$ cat config.mk
export PLATFORM = sky130hd
export DESIGN_NAME = pmp_top
export DESIGN_NICKNAME = d
export VERILOG_FILES = /design/src/common/pmp_pkg.sv /design/src/common/pmp_aux_if.sv /design/src/rtl/pmp_aux_acc.sv /design/src/rtl/pmp_top.sv
export SDC_FILE = /design/constraint.sdc
export NUM_CORES = 1
export LEC_CHECK = 0
export CORE_UTILIZATION = 30
export DETAILED_ROUTE_END_ITERATION = 6
export DONT_BUFFER_PORTS = 1
export GPL_TIMING_DRIVEN = 0
export PLACE_DENSITY = 0.53
export SETUP_SLACK_MARGIN = 0.02
export SYNTH_ARGS = -nofsm -noshare
export SYNTH_HDL_FRONTEND = slang
export SYNTH_HIERARCHICAL = 1
export SYNTH_SLANG_ARGS = --single-unit
$ cat constraint.sdc
create_clock -name i_clock -period 18.63 [get_ports i_clock]
set_clock_uncertainty 0.15 [all_clocks]
set_input_delay 0.9315 -clock i_clock [delete_from_list [all_inputs] [get_ports i_clock]]
set_output_delay 0.9315 -clock i_clock [all_outputs]
set_load 0.02 [all_outputs]
$ cat src/common/pmp_pkg.sv
// package: register map, field positions, reset values and source types
// Operation
// - modulus mode borrows ramp generator as aux accumulator
// - output frequency equals rate times (word+A/B)/2^32
// - aux accumulator wraps at B, not 2^32
// - each wrap adds one LSB to phase
// - tuning word 0x04, B 0x05, A 0x06
// - modulus mode owns frequency above all sources
// - ramp generator cannot sweep phase/amplitude meanwhile
// - phase/amplitude from profiles; amplitude needs keying enable
// - ramp second; unswept parameters follow profiles
// - profiles third, supply all three independently
// - parallel port lowest, only unclaimed parameters
// - enables at 0x01[23:22]; profile beats parallel
// - keying ramp overrides all other amplitude sources
// - ramp phase uses 16 MSBs, amplitude 12
package pmp_pkg;
    // -------------------------------------------------------------------
    // register offsets
    // -------------------------------------------------------------------
    localparam logic [7:0] ADDR_CTL_ONE = 8'h00;  // control_function_reg_one
    localparam logic [7:0] ADDR_CTL_TWO = 8'h01;  // second control register
    localparam logic [7:0] ADDR_TUNE    = 8'h04;  // tuning_word
    localparam logic [7:0] ADDR_DEN     = 8'h05;  // modulus_denominator
    localparam logic [7:0] ADDR_NUM     = 8'h06;  // modulus_numerator
    localparam int         NUM_REGS     = 5;      // register entries held
    // entry indices in the register arrays
    localparam int         IDX_CTL_ONE  = 0;
    localparam int         IDX_CTL_TWO  = 1;
    localparam int         IDX_TUNE     = 2;
    localparam int         IDX_DEN      = 3;
    localparam int         IDX_NUM      = 4;
    // -------------------------------------------------------------------
    // field positions
    // -------------------------------------------------------------------
    localparam int         BIT_MOD_EN   = 0;      // ctl one: modulus mode enable
    localparam int         BIT_KEY_EN   = 8;      // ctl one: output_shift_keying enable
    localparam int         BIT_KEY_RAMP = 9;      // ctl one: keying ramp drives amplitude
    localparam int         BIT_PROF_EN  = 23;     // ctl two: profile enable
    localparam int         BIT_PAR_EN   = 22;     // ctl two: parallel port enable
    localparam int         BIT_RAMP_EN  = 19;     // ctl two: ramp generator enable
    localparam int         POS_RAMP_DST = 20;     // ctl two [21:20]: ramp destination
    localparam int         POS_PAR_DST  = 0;      // ctl two [1:0]: parallel destination
    // destination codes
    localparam logic [1:0] DST_FREQ     = 2'h0;
    localparam logic [1:0] DST_PHASE    = 2'h1;
    localparam logic [1:0] DST_AMP      = 2'h2;
    // -------------------------------------------------------------------
    // reset values
    // -------------------------------------------------------------------
    localparam logic [31:0] RST_REG     = 32'h0000_0000;
    localparam logic [11:0] ASF_FULL    = 12'hFFF;  // amplitude when unscaled
    localparam logic [15:0] POW_NONE    = 16'h0000; // phase when unclaimed
    localparam logic [31:0] MIN_DEN     = 32'h0000_0002;
    // frequency source
    typedef enum logic [2:0] {
        SRC_MOD, SRC_RAMP, SRC_PROF, SRC_PAR, SRC_REG
    } pmp_src_t;
endpackage : pmp_pkg

$ cat src/common/pmp_aux_if.sv
// interface: link between the top and the auxiliary accumulator
`timescale 1ns/10ps
interface pmp_aux_if;
    logic [31:0] num;    // increment A
    logic [31:0] den;    // wrap value B
    logic        run;    // accumulator active
    logic        carry;  // one LSB into phase this sample
    modport ctrl (output num, output den, output run, input carry);
    modport acc  (input num, input den, input run, output carry);
endinterface : pmp_aux_if

$ cat src/rtl/pmp_aux_acc.sv
// module: auxiliary accumulator with programmable wrap value
`timescale 1ns/10ps
module pmp_aux_acc
    import pmp_pkg::*;
(
    input  wire logic i_clock,
    input  wire logic i_rst,
    input  wire logic i_clk_en,
    pmp_aux_if.acc    aux
);
    // -------------------------------------------------------------------
    // state
    // -------------------------------------------------------------------
    logic [31:0] acc_q;    // running remainder
    logic [31:0] acc_d;
    logic        carry_q;  // wrap flag
    logic        carry_d;
    logic [32:0] sum;      // wide sum, no overflow

    // next remainder and carry
    always_comb begin
        sum     = {1'b0, acc_q} + {1'b0, aux.num};
        acc_d   = acc_q;
        carry_d = 1'b0;
        if (!aux.run || aux.den < MIN_DEN) begin
            acc_d = RST_REG;                           // idle: restart from zero
        end else if (sum >= {1'b0, aux.den}) begin
            acc_d   = 32'(sum - {1'b0, aux.den});
            carry_d = 1'b1;
        end else begin
            acc_d = sum[31:0];
        end
    end

    // register stage
    always_ff @(posedge i_clock or posedge i_rst) begin
        if (i_rst) begin
            acc_q   <= RST_REG;
            carry_q <= 1'b0;
        end else if (i_clk_en) begin
            acc_q   <= acc_d;
            carry_q <= carry_d;
        end
    end

    assign aux.carry = carry_q;
endmodule : pmp_aux_acc

$ cat src/rtl/pmp_top.sv
// module: programmable modulus frequency path and source priority
`timescale 1ns/10ps
module pmp_top
    import pmp_pkg::*;
(
    input  wire logic        i_clock,          // synthesizer clock
    input  wire logic        i_rst,            // master reset
    input  wire logic        i_clk_en,         // freezes all state when low
    input  wire logic        i_reg_wr,         // register buffer write strobe
    input  wire logic        i_reg_rd,         // register read strobe
    input  wire logic [7:0]  i_reg_addr,       // register offset
    input  wire logic [31:0] i_reg_wdata,      // write data
    input  wire logic        i_io_update,      // buffer to active transfer
    input  wire logic [2:0]  i_profile_pins,   // profile_select_pins (async)
    input  wire logic [31:0] i_par_data,       // parallel port word (async)
    input  wire logic [31:0] i_ramp_value,     // ramp generator output
    input  wire logic [31:0] i_prof_tune,      // selected profile tuning word
    input  wire logic [15:0] i_prof_pow,       // selected profile phase offset
    input  wire logic [11:0] i_prof_asf,       // selected profile amplitude
    input  wire logic [11:0] i_key_amp,        // keying ramp amplitude
    output logic      [31:0] o_reg_rdata,      // read data
    output logic      [2:0]  o_profile_sel,    // synced profile select
    output logic      [31:0] o_phase,          // phase accumulator
    output logic      [31:0] o_tune,           // applied tuning word
    output logic      [15:0] o_pow,            // applied phase offset
    output logic      [11:0] o_asf,            // applied amplitude
    output pmp_src_t         o_freq_src,       // winning frequency source
    output logic             o_ramp_busy       // ramp held as aux accumulator
);
    // -------------------------------------------------------------------
    // pin synchronisers
    // -------------------------------------------------------------------
    logic [2:0]  pins_m_q;   // first stage, read only by second
    logic [2:0]  pins_q;     // usable profile select
    logic [31:0] par_m_q;    // first stage
    logic [31:0] par_q;      // usable parallel word
    logic [2:0]  pins_d;
    logic [31:0] par_d;

    // second stage takes first stage only
    always_comb begin
        pins_d = pins_m_q;
        par_d  = par_m_q;
    end

    always_ff @(posedge i_clock or posedge i_rst) begin
        if (i_rst) begin
            pins_m_q <= 3'h0;
            pins_q   <= 3'h0;
            par_m_q  <= 32'h0000_0000;
            par_q    <= 32'h0000_0000;
        end else if (i_clk_en) begin
            pins_m_q <= i_profile_pins;
            pins_q   <= pins_d;
            par_m_q  <= i_par_data;
            par_q    <= par_d;
        end
    end

    // -------------------------------------------------------------------
    // registers: buffered writes, active copy on update
    // -------------------------------------------------------------------
    logic [31:0] buf_q [NUM_REGS];  // write buffers
    logic [31:0] buf_d [NUM_REGS];
    logic [31:0] act_q [NUM_REGS];  // active values
    logic [31:0] act_d [NUM_REGS];
    logic [31:0] rdata_d;
    int          wr_idx;            // decoded entry, -1 unmapped

    // address decode
    always_comb begin
        case (i_reg_addr)
            ADDR_CTL_ONE: wr_idx = IDX_CTL_ONE;
            ADDR_CTL_TWO: wr_idx = IDX_CTL_TWO;
            ADDR_TUNE:    wr_idx = IDX_TUNE;
            ADDR_DEN:     wr_idx = IDX_DEN;
            ADDR_NUM:     wr_idx = IDX_NUM;
            default:      wr_idx = -1;           // unmapped
        endcase
    end

    // per-entry buffer and transfer
    for (genvar e = 0; e < NUM_REGS; e++) begin : g_reg
        assign buf_d[e] = (i_reg_wr && wr_idx == e) ? i_reg_wdata : buf_q[e];
        assign act_d[e] = i_io_update ? buf_q[e] : act_q[e];
    end

    // read returns active value, zero when unmapped
    always_comb begin
        rdata_d = o_reg_rdata;
        if (i_reg_rd) begin
            rdata_d = (wr_idx < 0) ? 32'h0000_0000 : act_q[wr_idx];
        end
    end

    always_ff @(posedge i_clock or posedge i_rst) begin
        if (i_rst) begin
            for (int k = 0; k < NUM_REGS; k++) begin
                buf_q[k] <= RST_REG;
                act_q[k] <= RST_REG;
            end
            o_reg_rdata <= 32'h0000_0000;
        end else if (i_clk_en) begin
            buf_q       <= buf_d;
            act_q       <= act_d;
            o_reg_rdata <= rdata_d;
        end
    end

    // -------------------------------------------------------------------
    // decoded controls
    // -------------------------------------------------------------------
    logic       mod_on;    // modulus mode active
    logic       key_en;    // amplitude control enabled
    logic       key_ramp;  // keying ramp drives amplitude
    logic       prof_en;
    logic       par_en;
    logic       ramp_en;   // ramp free for sweeping
    logic [1:0] ramp_dst;
    logic [1:0] par_dst;

    assign mod_on   = act_q[IDX_CTL_ONE][BIT_MOD_EN];
    assign key_en   = act_q[IDX_CTL_ONE][BIT_KEY_EN];
    assign key_ramp = act_q[IDX_CTL_ONE][BIT_KEY_RAMP];
    assign prof_en  = act_q[IDX_CTL_TWO][BIT_PROF_EN];
    assign par_en   = act_q[IDX_CTL_TWO][BIT_PAR_EN];
    assign ramp_en  = act_q[IDX_CTL_TWO][BIT_RAMP_EN] && !mod_on;
    assign ramp_dst = act_q[IDX_CTL_TWO][POS_RAMP_DST +: 2];
    assign par_dst  = act_q[IDX_CTL_TWO][POS_PAR_DST +: 2];

    // -------------------------------------------------------------------
    // auxiliary accumulator (borrowed ramp generator)
    // -------------------------------------------------------------------
    pmp_aux_if aux ();
    assign aux.num = act_q[IDX_NUM];
    assign aux.den = act_q[IDX_DEN];
    assign aux.run = mod_on;

    pmp_aux_acc u_aux (
        .i_clock  (i_clock),
        .i_rst    (i_rst),
        .i_clk_en (i_clk_en),
        .aux      (aux.acc)
    );

    // -------------------------------------------------------------------
    // source priority and phase accumulator
    // -------------------------------------------------------------------
    logic [31:0] tune_d;
    logic [15:0] pow_d;
    logic [11:0] asf_d;
    logic [31:0] phase_d;
    pmp_src_t    src_d;

    always_comb begin
        // frequency: modulus, ramp, profile, parallel, register
        if (mod_on) begin
            src_d = SRC_MOD;
        end else if (ramp_en && ramp_dst == DST_FREQ) begin
            src_d = SRC_RAMP;
        end else if (prof_en) begin
            src_d = SRC_PROF;
        end else if (par_en && par_dst == DST_FREQ) begin
            src_d = SRC_PAR;
        end else begin
            src_d = SRC_REG;
        end
        case (src_d)
            SRC_MOD:  tune_d = act_q[IDX_TUNE];
            SRC_RAMP: tune_d = i_ramp_value;
            SRC_PROF: tune_d = i_prof_tune;
            SRC_PAR:  tune_d = par_q;
            default:  tune_d = act_q[IDX_TUNE];
        endcase
        // phase: ramp, profile, parallel
        if (ramp_en && ramp_dst == DST_PHASE) begin
            pow_d = i_ramp_value[31:16];
        end else if (prof_en) begin
            pow_d = i_prof_pow;
        end else if (par_en && par_dst == DST_PHASE) begin
            pow_d = par_q[15:0];
        end else begin
            pow_d = POW_NONE;
        end
        // amplitude: needs keying enable; keying ramp first
        if (!key_en) begin
            asf_d = ASF_FULL;
        end else if (key_ramp) begin
            asf_d = i_key_amp;
        end else if (ramp_en && ramp_dst == DST_AMP) begin
            asf_d = i_ramp_value[31:20];
        end else if (prof_en) begin
            asf_d = i_prof_asf;
        end else if (par_en && par_dst == DST_AMP) begin
            asf_d = par_q[11:0];
        end else begin
            asf_d = ASF_FULL;
        end
        // word plus fractional carry each sample
        phase_d = o_phase + o_tune + {31'h0000_0000, aux.carry};
    end

    always_ff @(posedge i_clock or posedge i_rst) begin
        if (i_rst) begin
            o_phase       <= RST_REG;
            o_tune        <= RST_REG;
            o_pow         <= POW_NONE;
            o_asf         <= ASF_FULL;
            o_freq_src    <= SRC_REG;
            o_ramp_busy   <= 1'b0;
            o_profile_sel <= 3'h0;
        end else if (i_clk_en) begin
            o_phase       <= phase_d;
            o_tune        <= tune_d;
            o_pow         <= pow_d;
            o_asf         <= asf_d;
            o_freq_src    <= src_d;
            o_ramp_busy   <= mod_on;
            o_profile_sel <= pins_q;
        end
    end
endmodule : pmp_top

After elaboration in Yosys (flattened, before gate mapping)
Cells that the tools add are included.
{ "word_totals": {"out_inout_bits": 131, "ff_bits": 554} }
{ "op_classes": {"bitwise": 1, "order_cmp": 4, "addsub": 4, "n_eq_ne": 15, "muxes": 22, "reduce_logical": 25} }
{ "op_table": {"columns": ["cell", "count"], "rows": [
  ["32-bit two-way mux", 5],
  ["32-bit one-hot mux with 5 select lines", 1],
  ["32-bit binary-select mux with 3-bit select", 1],
  ["32-bit one-hot mux with 3 select lines", 1],
  ["32-bit by 3-bit equality test with 1-bit output, second input constant", 2],
  ["12-bit two-way mux", 5],
  ["16-bit two-way mux", 3],
  ["32-bit by 32-bit adder with 33-bit output", 1],
  ["33-bit by 32-bit greater-or-equal comparator with 1-bit output", 1],
  ["32-bit by 1-bit adder with 32-bit output", 1],
  ["32-bit adder", 1],
  ["32-bit by 2-bit equality test with 1-bit output, second input constant", 1],
  ["32-bit by 4-bit equality test with 1-bit output, second input constant", 1],
  ["32-bit by 4-bit greater-or-equal comparator with 1-bit output, second input constant", 1],
  ["32-bit zero test", 1],
  ["32-bit by 1-bit less-than comparator with 1-bit output, second input constant", 1],
  ["32-bit by 2-bit less-than comparator with 1-bit output, second input constant", 1],
  ["32-bit inverter", 1],
  ["32-bit subtractor", 1],
  ["8-bit by 3-bit equality test with 1-bit output, second input constant", 3],
  ["2-bit AND reduction", 7],
  ["1-bit logical AND", 12],
  ["3-bit two-way mux", 4],
  ["8-bit by 1-bit equality test with 1-bit output, second input constant", 1],
  ["other kinds (9)", 14]
]} }

Depth between registers and ports, before layout
Gate-level depths: netlist (run 1).
{ "depth": {"word_depth": 8, "depth_mapped": 22, "ltp_nobuf": 21} }

Modules after synthesis
The synthesis (run 1) kept the hierarchy.
{ "by_module_without_submodules": {"columns": ["mod", "area_each_um2", "cells_each", "n_inst"], "rows": [
  ["pmp_top", 23289.8, 1836, 1],
  ["pmp_aux_acc", 5007.3, 620, 1]
]} }

Worst setup path before layout (run 1)
No wires, ideal clock.
{ "synth_timing": {"path_kind": "register -> register", "from": "register act_q (netlist bit aux.num[0])", "to": "register u_aux.acc_q[15]", "n_path_buf": 2, "slack_ns": 13.789, "arrival_time_ns": 4.565, "t_required_ns": 18.354, "path_stages_with_launch": 22, "synth_period_minus_slack_ns": 4.841, "cell_sequence": "dfrtp_1 ha_1 inv_1 fa_1 nand2b_1 a2111oi_0 a211oi_2 o31ai_1 o21a_1 a31oi_1 xnor2_1 ha_1 clkbuf_1 a21oi_1 o21ai_0 a32oi_1 nand4_1 a2111oi_4 o31ai_4 nor2b_1 buf_2 a221o_1"} }
{ "synth_via": {"elab_chain_len": 4, "word_cells_on_any_way": 5, "classes_between": "2 x add/sub; 1 x order compare; 2 x mux"} }
{ "synth_rtl": {"columns": ["item", "line", "source"], "rows": [
  ["start, declared", "pmp_top.sv:65", "logic [31:0] act_q [NUM_REGS];"],
  ["start signal, assigned", "pmp_top.sv:105", "act_q <= act_d;"],
  ["32-bit by 32-bit adder with 33-bit output (*)", "pmp_aux_acc.sv:22", "sum = {1'b0, acc_q} + {1'b0, aux.num};"],
  ["32-bit subtractor / 33-bit by 32-bit greater-or-equal comparator with 1-bit output (equally long branches)", "pmp_aux_acc.sv:28, pmp_aux_acc.sv:27", null],
  ["32-bit two-way mux (*)", "pmp_aux_acc.sv:27", "end else if (sum >= {1'b0, aux.den}) begin"],
  ["32-bit two-way mux (*)", "pmp_aux_acc.sv:25", "if (!aux.run || aux.den < MIN_DEN) begin"],
  ["end signal, assigned", "pmp_aux_acc.sv:38", "acc_q <= RST_REG;"],
  ["end signal, assigned", "pmp_aux_acc.sv:41", "acc_q <= acc_d;"],
  ["end, declared", "pmp_aux_acc.sv:14", "logic [31:0] acc_q;"]
]} }
Every way passes the cells marked *; elsewhere a longest branch is shown, timed or not.
A chain may end at the register's enable or synchronous reset.

Worst setup path after layout (run 1)
{ "layout_timing": {"from": "register act_q (netlist bit aux.num[0])", "to": "register u_aux.acc_q[31]"} }
The elaborated chain is that of the path after synthesis.

==> results.toml, run 1 <==
[drt]
drt_iter0_markers = 1685
antenna_left = 0
remaining_drc_errors = 8
wirelength_um = 102000
num_vias = 20800
dr.pass1.iters = 7
vias_per_cell = 5.40
avgRoutedWirePerCell_um = 26.6

[pwr]
powerDensity_mw_per_mm2 = 101
ir_drop_v = 0.0000538
leakagePower_uw = 0.0150

[floorplanning]
start_util_pct = 30.3
rows = 112
die_area_mm2 = 0.0956
fp.coreArea_mm2 = 0.0933
ios = 316
dieWidth_um = 309
die_h_um = 309

[timing]
setup_viol = 0
rsz0062_at_grt = "no"
setup_tns_ns = 0
fmax_mhz = 154
maxSlewViolCount = 0
max_slew_margin_pct = 11.7
worst_pin_slew_ns = 1.31
timing.final.ws_setup_ns = 12.14
hold_viol_final = 0
fin_crit_ns = 6.49
layout_worst_path_cycle_share_pct = 34.9

[placed_design]
hpwl_um = 80400
numPortBuffers = 0
globalplace.congestion = 0.980
pre_cts_ws_ns = 12.28

[synthesis]
yosysTopAreaCellShare_pct = 47.8
synthAdderAreaFrac_pct = 4.44
synth_top_family_by_area = "multiplexers"
avgSynthCellArea_um2 = 11.5
synth_compound_area_share_pct = 14.0
synth_top_area_cell = "dfrtp_1"
synthSimpleGateAreaFrac_pct = 7.50
muxShareOfSynthArea_pct = 19.6
netlist_area_mm2 = 0.0283
ys_types = 81
synth-edff-count = 0
synthesis.nets = 2739
synth_area_leaders = "dfrtp_1 48%, mux2_2 17%, ha_1 4.2%, nand2_1 3.4%, mux2_1 2.3%"
synth-seq-area-share_pct = 49.0
synthXorXnorAreaFrac_pct = 2.41
yosys_register_bits = 554
synthArstFlopShare_pct = 100
synth_ff_type = "dfrtp_1"
synth_warnings = 6
syn_inst = 2456

[setup_path]
crit_path_start_kind = "flop"
crit_type = "reg -> reg"
ff2ff_setup_slack_ns = 12.14
arrival_ns = 6.87
critPathBufInv = 3
cpPeakStageDelay_ns = 0.70
crit_fanout = 10
cpMaxStageDelayCell = "a2111oi_0"
required_ns = 19.01
cp-end-kind = "flop"
path_delay_family = "compound AO/OA/AOI/OAI gates"
crit_chain = "ha_1 > inv_1 > fa_1 > nand2b_1 > a2111oi_0 > a211oi_2 > o31ai_1 > o21a_1 > a31oi_1 > xnor2_1 > ha_1 > clkbuf_1 > a21oi_1 > o21ai_0 > a32oi_1 > nand4_1 > a2111oi_4 > o31ai_4 > nor2_1 > buf_2 > a221o_1"
cpMostUsedCell = "ha_1"

[global_route]
grt_pass1_wl_um = 149000
grt_max_degree = 133
antenna_found_initial = 14
gr-total-overflow = 0
grt_pass1_vias = 21200
grtUsageTotal_pct = 21.4

[min_path]
hold_path.class = "in -> async"

[clocking]
cts.repair.resized = 0
clock-sinks = 554
cts_root_buffer = "clkbuf_16"
clk_pin_slew_worst_paths_ns = 0.06
htreeDepth = 3
insertion_delay_ns = 0.62
cts_tree = "done"
cts_buffer_depth = 3
cts_inserted_buffers = 67

[final_layout]
final_common_cell = "dfrtp_1"
synthToLayoutAreaGrowth_pct = 13.9
layout_common_cells = "541 x dfrtp_1, 424 x mux2_2, 257 x nand2_1, 118 x clkbuf_1, 102 x o21ai_0"
num-nets-final = 2813
drive_gt1_share_pct = 23.3

[run]
drv_cap = 0

[run_status]
violations = "design-rule violations"
status = "finished with violations"
stage by stage:
stage / std cells / hold slack, ns / total power (uW) / instance area (um2) / utilization, %
4_1_cts: 3829 / 0.251 / 3290 / 32200 / 34.5
2_1_floorplan: 2456 / 0.304 / 1790 / 28300 / -
3_3_place_gp: 3710 / 0.314 / 1950 / 29900 / 32.0
5_1_grt: 3837 / 0.283 / 3410 / 32200 / 34.5
6_report: 3845 / 0.256 / 3260 / 32200 / 34.5
3_5_place_dp: 3714 / 0.321 / 1960 / 30000 / 32.1
flip-flops by register name, indices dropped and copies added, names as in the netlist:
| register | count |
|---|---|
| u_aux/aux.carry | 1 |
| o_asf | 12 |
| o_freq_src | 3 |
| aux.den | 32 |
| par_q | 32 |
| aux.num | 32 |
| buf_q | 160 |
| o_tune | 32 |
| pins_q | 3 |
| act_q | 96 |
| pins_d | 3 |
| o_pow | 16 |
| o_phase | 32 |
| u_aux/acc_q | 32 |
| o_reg_rdata | 32 |
| par_d | 32 |
| o_profile_sel | 3 |
| o_ramp_busy | 1 |
timing repair:
item                                   4_1_cts  5_1_grt
setup endpoints to repair                    0        0
hold buffers                                 1        0
endpoints found under the hold margin       26        0
buffers inserted                             0        0
where the power goes:
part | internal (uW) | switching (uW) | total, uW
clock network | 787 | 535 | 1320
registers | 1280 | 139 | 1420
logic | 222 | 305 | 527
total | 2290 | 979 | 3260
path summary, 6_finish.rpt:
check | startpoint | end | depth (start not counted)
setup / recovery | aux.num[0]$_DFFE_PP0P_ | u_aux/acc_q[31]$_DFFE_PP0P_ | 21
hold / removal | i_rst | u_aux/acc_q[26]$_DFFE_PP0P_ | 1
setup reg to reg | aux.num[0]$_DFFE_PP0P_ | u_aux/acc_q[31]$_DFFE_PP0P_ | 21
hold reg to reg | buf_q[106]$_DFFE_PP0P_ | buf_q[106]$_DFFE_PP0P_ | 1
max in group asynchronous | i_rst | par_d[7]$_DFFE_PP0P_ | 4
min in group i_clock | i_reg_wdata[21] | buf_q[149]$_DFFE_PP0P_ | 1
cell usage after synthesis, types with 13 or more instances:
library cell    n
mux2i_1        14
a21o_1         36
o21a_1         13
a21oi_1        82
o22a_1         14
o221ai_1       36
a32oi_1        34
nand4_1        26
dfstp_2        13
mux2_2        424
nand3_1        29
nor4_1         14
dfrtp_1       541
xnor2_1        44
inv_1          68
nor2_1         50
nor2b_1        20
a221o_1        13
o2bb2ai_1      18
nand2_1       257
clkbuf_1      111
xor2_1         34
o22ai_1        48
mux2_1         57
ha_1           94
a222oi_1       32
a22oi_1        17
a31oi_1        18
o21ai_0       102
buf_2          27
worst reg2reg max path, stage by stage (launching register included):
cell and delay (ns):
dfrtp_1 0.41, ha_1 0.22, inv_1 0.07, fa_1 0.40
nand2b_1 0.23, a2111oi_0 0.70, a211oi_2 0.20, o31ai_1 0.62
o21a_1 0.33, a31oi_1 0.14, xnor2_1 0.24, ha_1 0.27
clkbuf_1 0.19, a21oi_1 0.19, o21ai_0 0.17, a32oi_1 0.24
nand4_1 0.17, a2111oi_4 0.30, o31ai_4 0.22, nor2_1 0.37
buf_2 0.38, a221o_1 0.22
area by class of cell:
type	count	area, um2
Tap cell	1254	1570
Timing Repair Buffer	5	120
Clock inverter	30	334
Sequential cell	554	13900
Inverter	69	267
Buffer	147	593
Multi-Input combinational cell	1686	13600
Clock buffer	84	1850
Fill cell	9328	61100
Antenna cell	16	40.0
cell families (layout without fill, tap and decap cells):
family,after synthesis,after routing
flip-flops,554,554
AO/OA/AOI/OAI,553,553
multiplexers,495,495
AND/OR/NAND/NOR,462,462
buffers and inverters,216,335
adder cells (fa/ha/maj),98,98
XOR/XNOR,78,78
other,0,16
layer usage:
metal	GRT usage (%)	share of wire [%]	wire length, um	vias up
met5	0	0.025	26	-
met4	7.58	3.1	3160	4
met3	5.27	6.9	7100	168
met2	34.5	47	48400	621
met1	27.7	43	43600	10700
li1	-	-	-	9276
(Power assumes the default switching activity.)
==> run 2: changes to the inputs <==
==> constraint.sdc (replaced) <==
create_clock -name i_clock -period 6.77 [get_ports i_clock]
set_clock_uncertainty 0.15 [all_clocks]
set_input_delay 0.3385 -clock i_clock [delete_from_list [all_inputs] [get_ports i_clock]]
set_output_delay 0.3385 -clock i_clock [all_outputs]
set_load 0.02 [all_outputs]
==> results.toml, run 2 (same netlist as run 1, synthesis figures left out) <==
[pwr]
powerDensity_mw_per_mm2 = 274
ir_drop_v = 0.000163
leakagePower_uw = 0.0157

[global_route]
antenna_found_initial = 22
grt_pass1_vias = 22000
grtUsageTotal_pct = 21.4
gr-total-overflow = 0
grt_max_degree = 47
grt_pass1_wl_um = 150000

[final_layout]
final_common_cell = "dfrtp_1"
layout_common_cells = "541 x dfrtp_1, 424 x mux2_2, 257 x nand2_1, 122 x clkbuf_1, 120 x dlygate4sd3_1"
drive_gt1_share_pct = 22.5
layout.cells.non_filler = 3972
largest_reg_flops = 160
final_util_pct = 36.1
reg.largest.list = "buf_q (160), act_q (96)"
synthToLayoutAreaGrowth_pct = 19.1
fin_area_mm2 = 0.0337
max_flop_register = "buf_q"
num-nets-final = 2941

[drt]
vias_per_cell = 5.46
num_vias = 21700
avgRoutedWirePerCell_um = 26.0
remaining_drc_errors = 1
drt_iter0_markers = 1763
antenna_left = 0
dr.pass1.iters = 7
wirelength_um = 103000

[floorplanning]
rows = 112
start_util_pct = 30.3
die_area_mm2 = 0.0956
dieWidth_um = 309
fp.coreArea_mm2 = 0.0933
ios = 316
die_h_um = 309

[run_status]
violations = "design-rule violations"
status = "finished with violations"

[timing]
fmax_mhz = 158
hold_viol_final = 0
fin_crit_ns = 6.33
setup_viol = 0
max_slew_margin_pct = 14.0
layout_worst_path_cycle_share_pct = 93.5
worst_pin_slew_ns = 1.28
maxSlewViolCount = 0
rsz0062_at_grt = "no"

[placed_design]
place_area_mm2 = 0.0302
hpwl_um = 81100
numPortBuffers = 0
globalplace.congestion = 0.967
place_inst = 3724

[clocking]
cts_buffer_depth = 3
cts_root_buffer = "clkbuf_16"
htreeDepth = 3
insertion_delay_ns = 0.61
cts_tree = "done"
cts_inserted_buffers = 66
clock-sinks = 554
clk_pin_slew_worst_paths_ns = 0.06

[setup_path]
crit_type = "reg -> reg"
required_ns = 7.15
crit_fanout = 10
arrival_ns = 6.71
crit_path_start_kind = "flop"
cp-end-kind = "flop"

[min_path]
hold_path.class = "in -> reg"

[run]
drv_cap = 0
## run 2: cell count changes in the layout (fill, tap and decap cells not counted), sizes merged
| cell | before | now |
|---|---|---|
| clkinvlp | 6 | 3 |
| bufinv | 6 | 7 |
| clkbuf | 195 | 206 |
| clkinv | 18 | 11 |
| inv | 69 | 71 |
| diode | 16 | 10 |
| buf | 40 | 50 |
| dlygate4sd3 | 1 | 120 |
## run 2: layout make-up
cell class              instances  area (um2)
diodes                         10        25.0
plain buffers                 147         593
clock buffers                  95        2000
clock inverters                23         314
fillers                      9249       59600
inverters                      69         263
multi-input cells            1686       13600
flip-flops and latches        554       13900
well taps                    1254        1570
repair buffers                134        1480
## run 2: per-layer routing
metal	global-route usage [%]	routed length, um
met1	28.4	44900
met2	35.2	49000
met3	3.80	6100
met4	6.99	3140
met5	0	86
## run 2: timing repair
item	CTS	global route
hold endpoints to repair	328	0
setup endpoints to repair	0	1
hold buffers	120	0
buffers inserted	0	0
resized for setup	0	1
## run 2: final timing paths
kind | endpoint | slack, ns | startpoint | depth (start not counted)
min in group asynchronous | o_reg_rdata[2]$_DFFE_PP0P_ | 0.11 | i_rst | 2
setup / recovery | u_aux/acc_q[26]$_DFFE_PP0P_ | 0.44 | aux.num[0]$_DFFE_PP0P_ | 21
hold reg to reg | buf_q[107]$_DFFE_PP0P_ | 0.33 | buf_q[107]$_DFFE_PP0P_ | 1
hold / removal | o_tune[29]$_DFFE_PP0P_ | 0.02 | i_prof_tune[29] | 3
setup reg to reg | u_aux/acc_q[26]$_DFFE_PP0P_ | 0.44 | aux.num[0]$_DFFE_PP0P_ | 21
max in group asynchronous | o_phase[14]$_DFFE_PP0P_ | 4.48 | i_rst | 8
## run 2: where the power goes
part	internal (uW)	total (uW)	switching, uW
Sequential	3510	3900	384
Clock	2320	3800	1470
Combinational	663	1540	881
## run 2: through the flow
step | power [uW] | TNS, ns | setup WS, ns | hold slack [ns]
after floorplan | 4940 | -399.34 | -0.786 | 0.298
after global placement | 5360 | -1738.61 | -3.51 | 0.316
after detailed placement | 5400 | 0 | 0.522 | 0.0937
after CTS | 9310 | 0 | 0.476 | 0.00140
after global routing | 9610 | 0 | 0.144 | 0.0207
final | 9240 | 0 | 0.443 | 0.0193
## run 2: worst max-delay path: stages, from the launching register on
cell	delay [ns]
dfrtp_1	0.39
ha_1	0.22
inv_1	0.07
fa_1	0.39
nand2b_1	0.22
a2111oi_1	0.55
a211oi_2	0.19
o31ai_1	0.62
o21a_1	0.33
a221o_1	0.19
xor2_1	0.25
ha_1	0.37
a21oi_1	0.19
nor2b_1	0.06
o211ai_1	0.21
a31oi_1	0.21
a2111oi_4	0.42
o31ai_4	0.22
nor2_1	0.37
buf_2	0.39
a22oi_1	0.12
o21ai_1	0.12
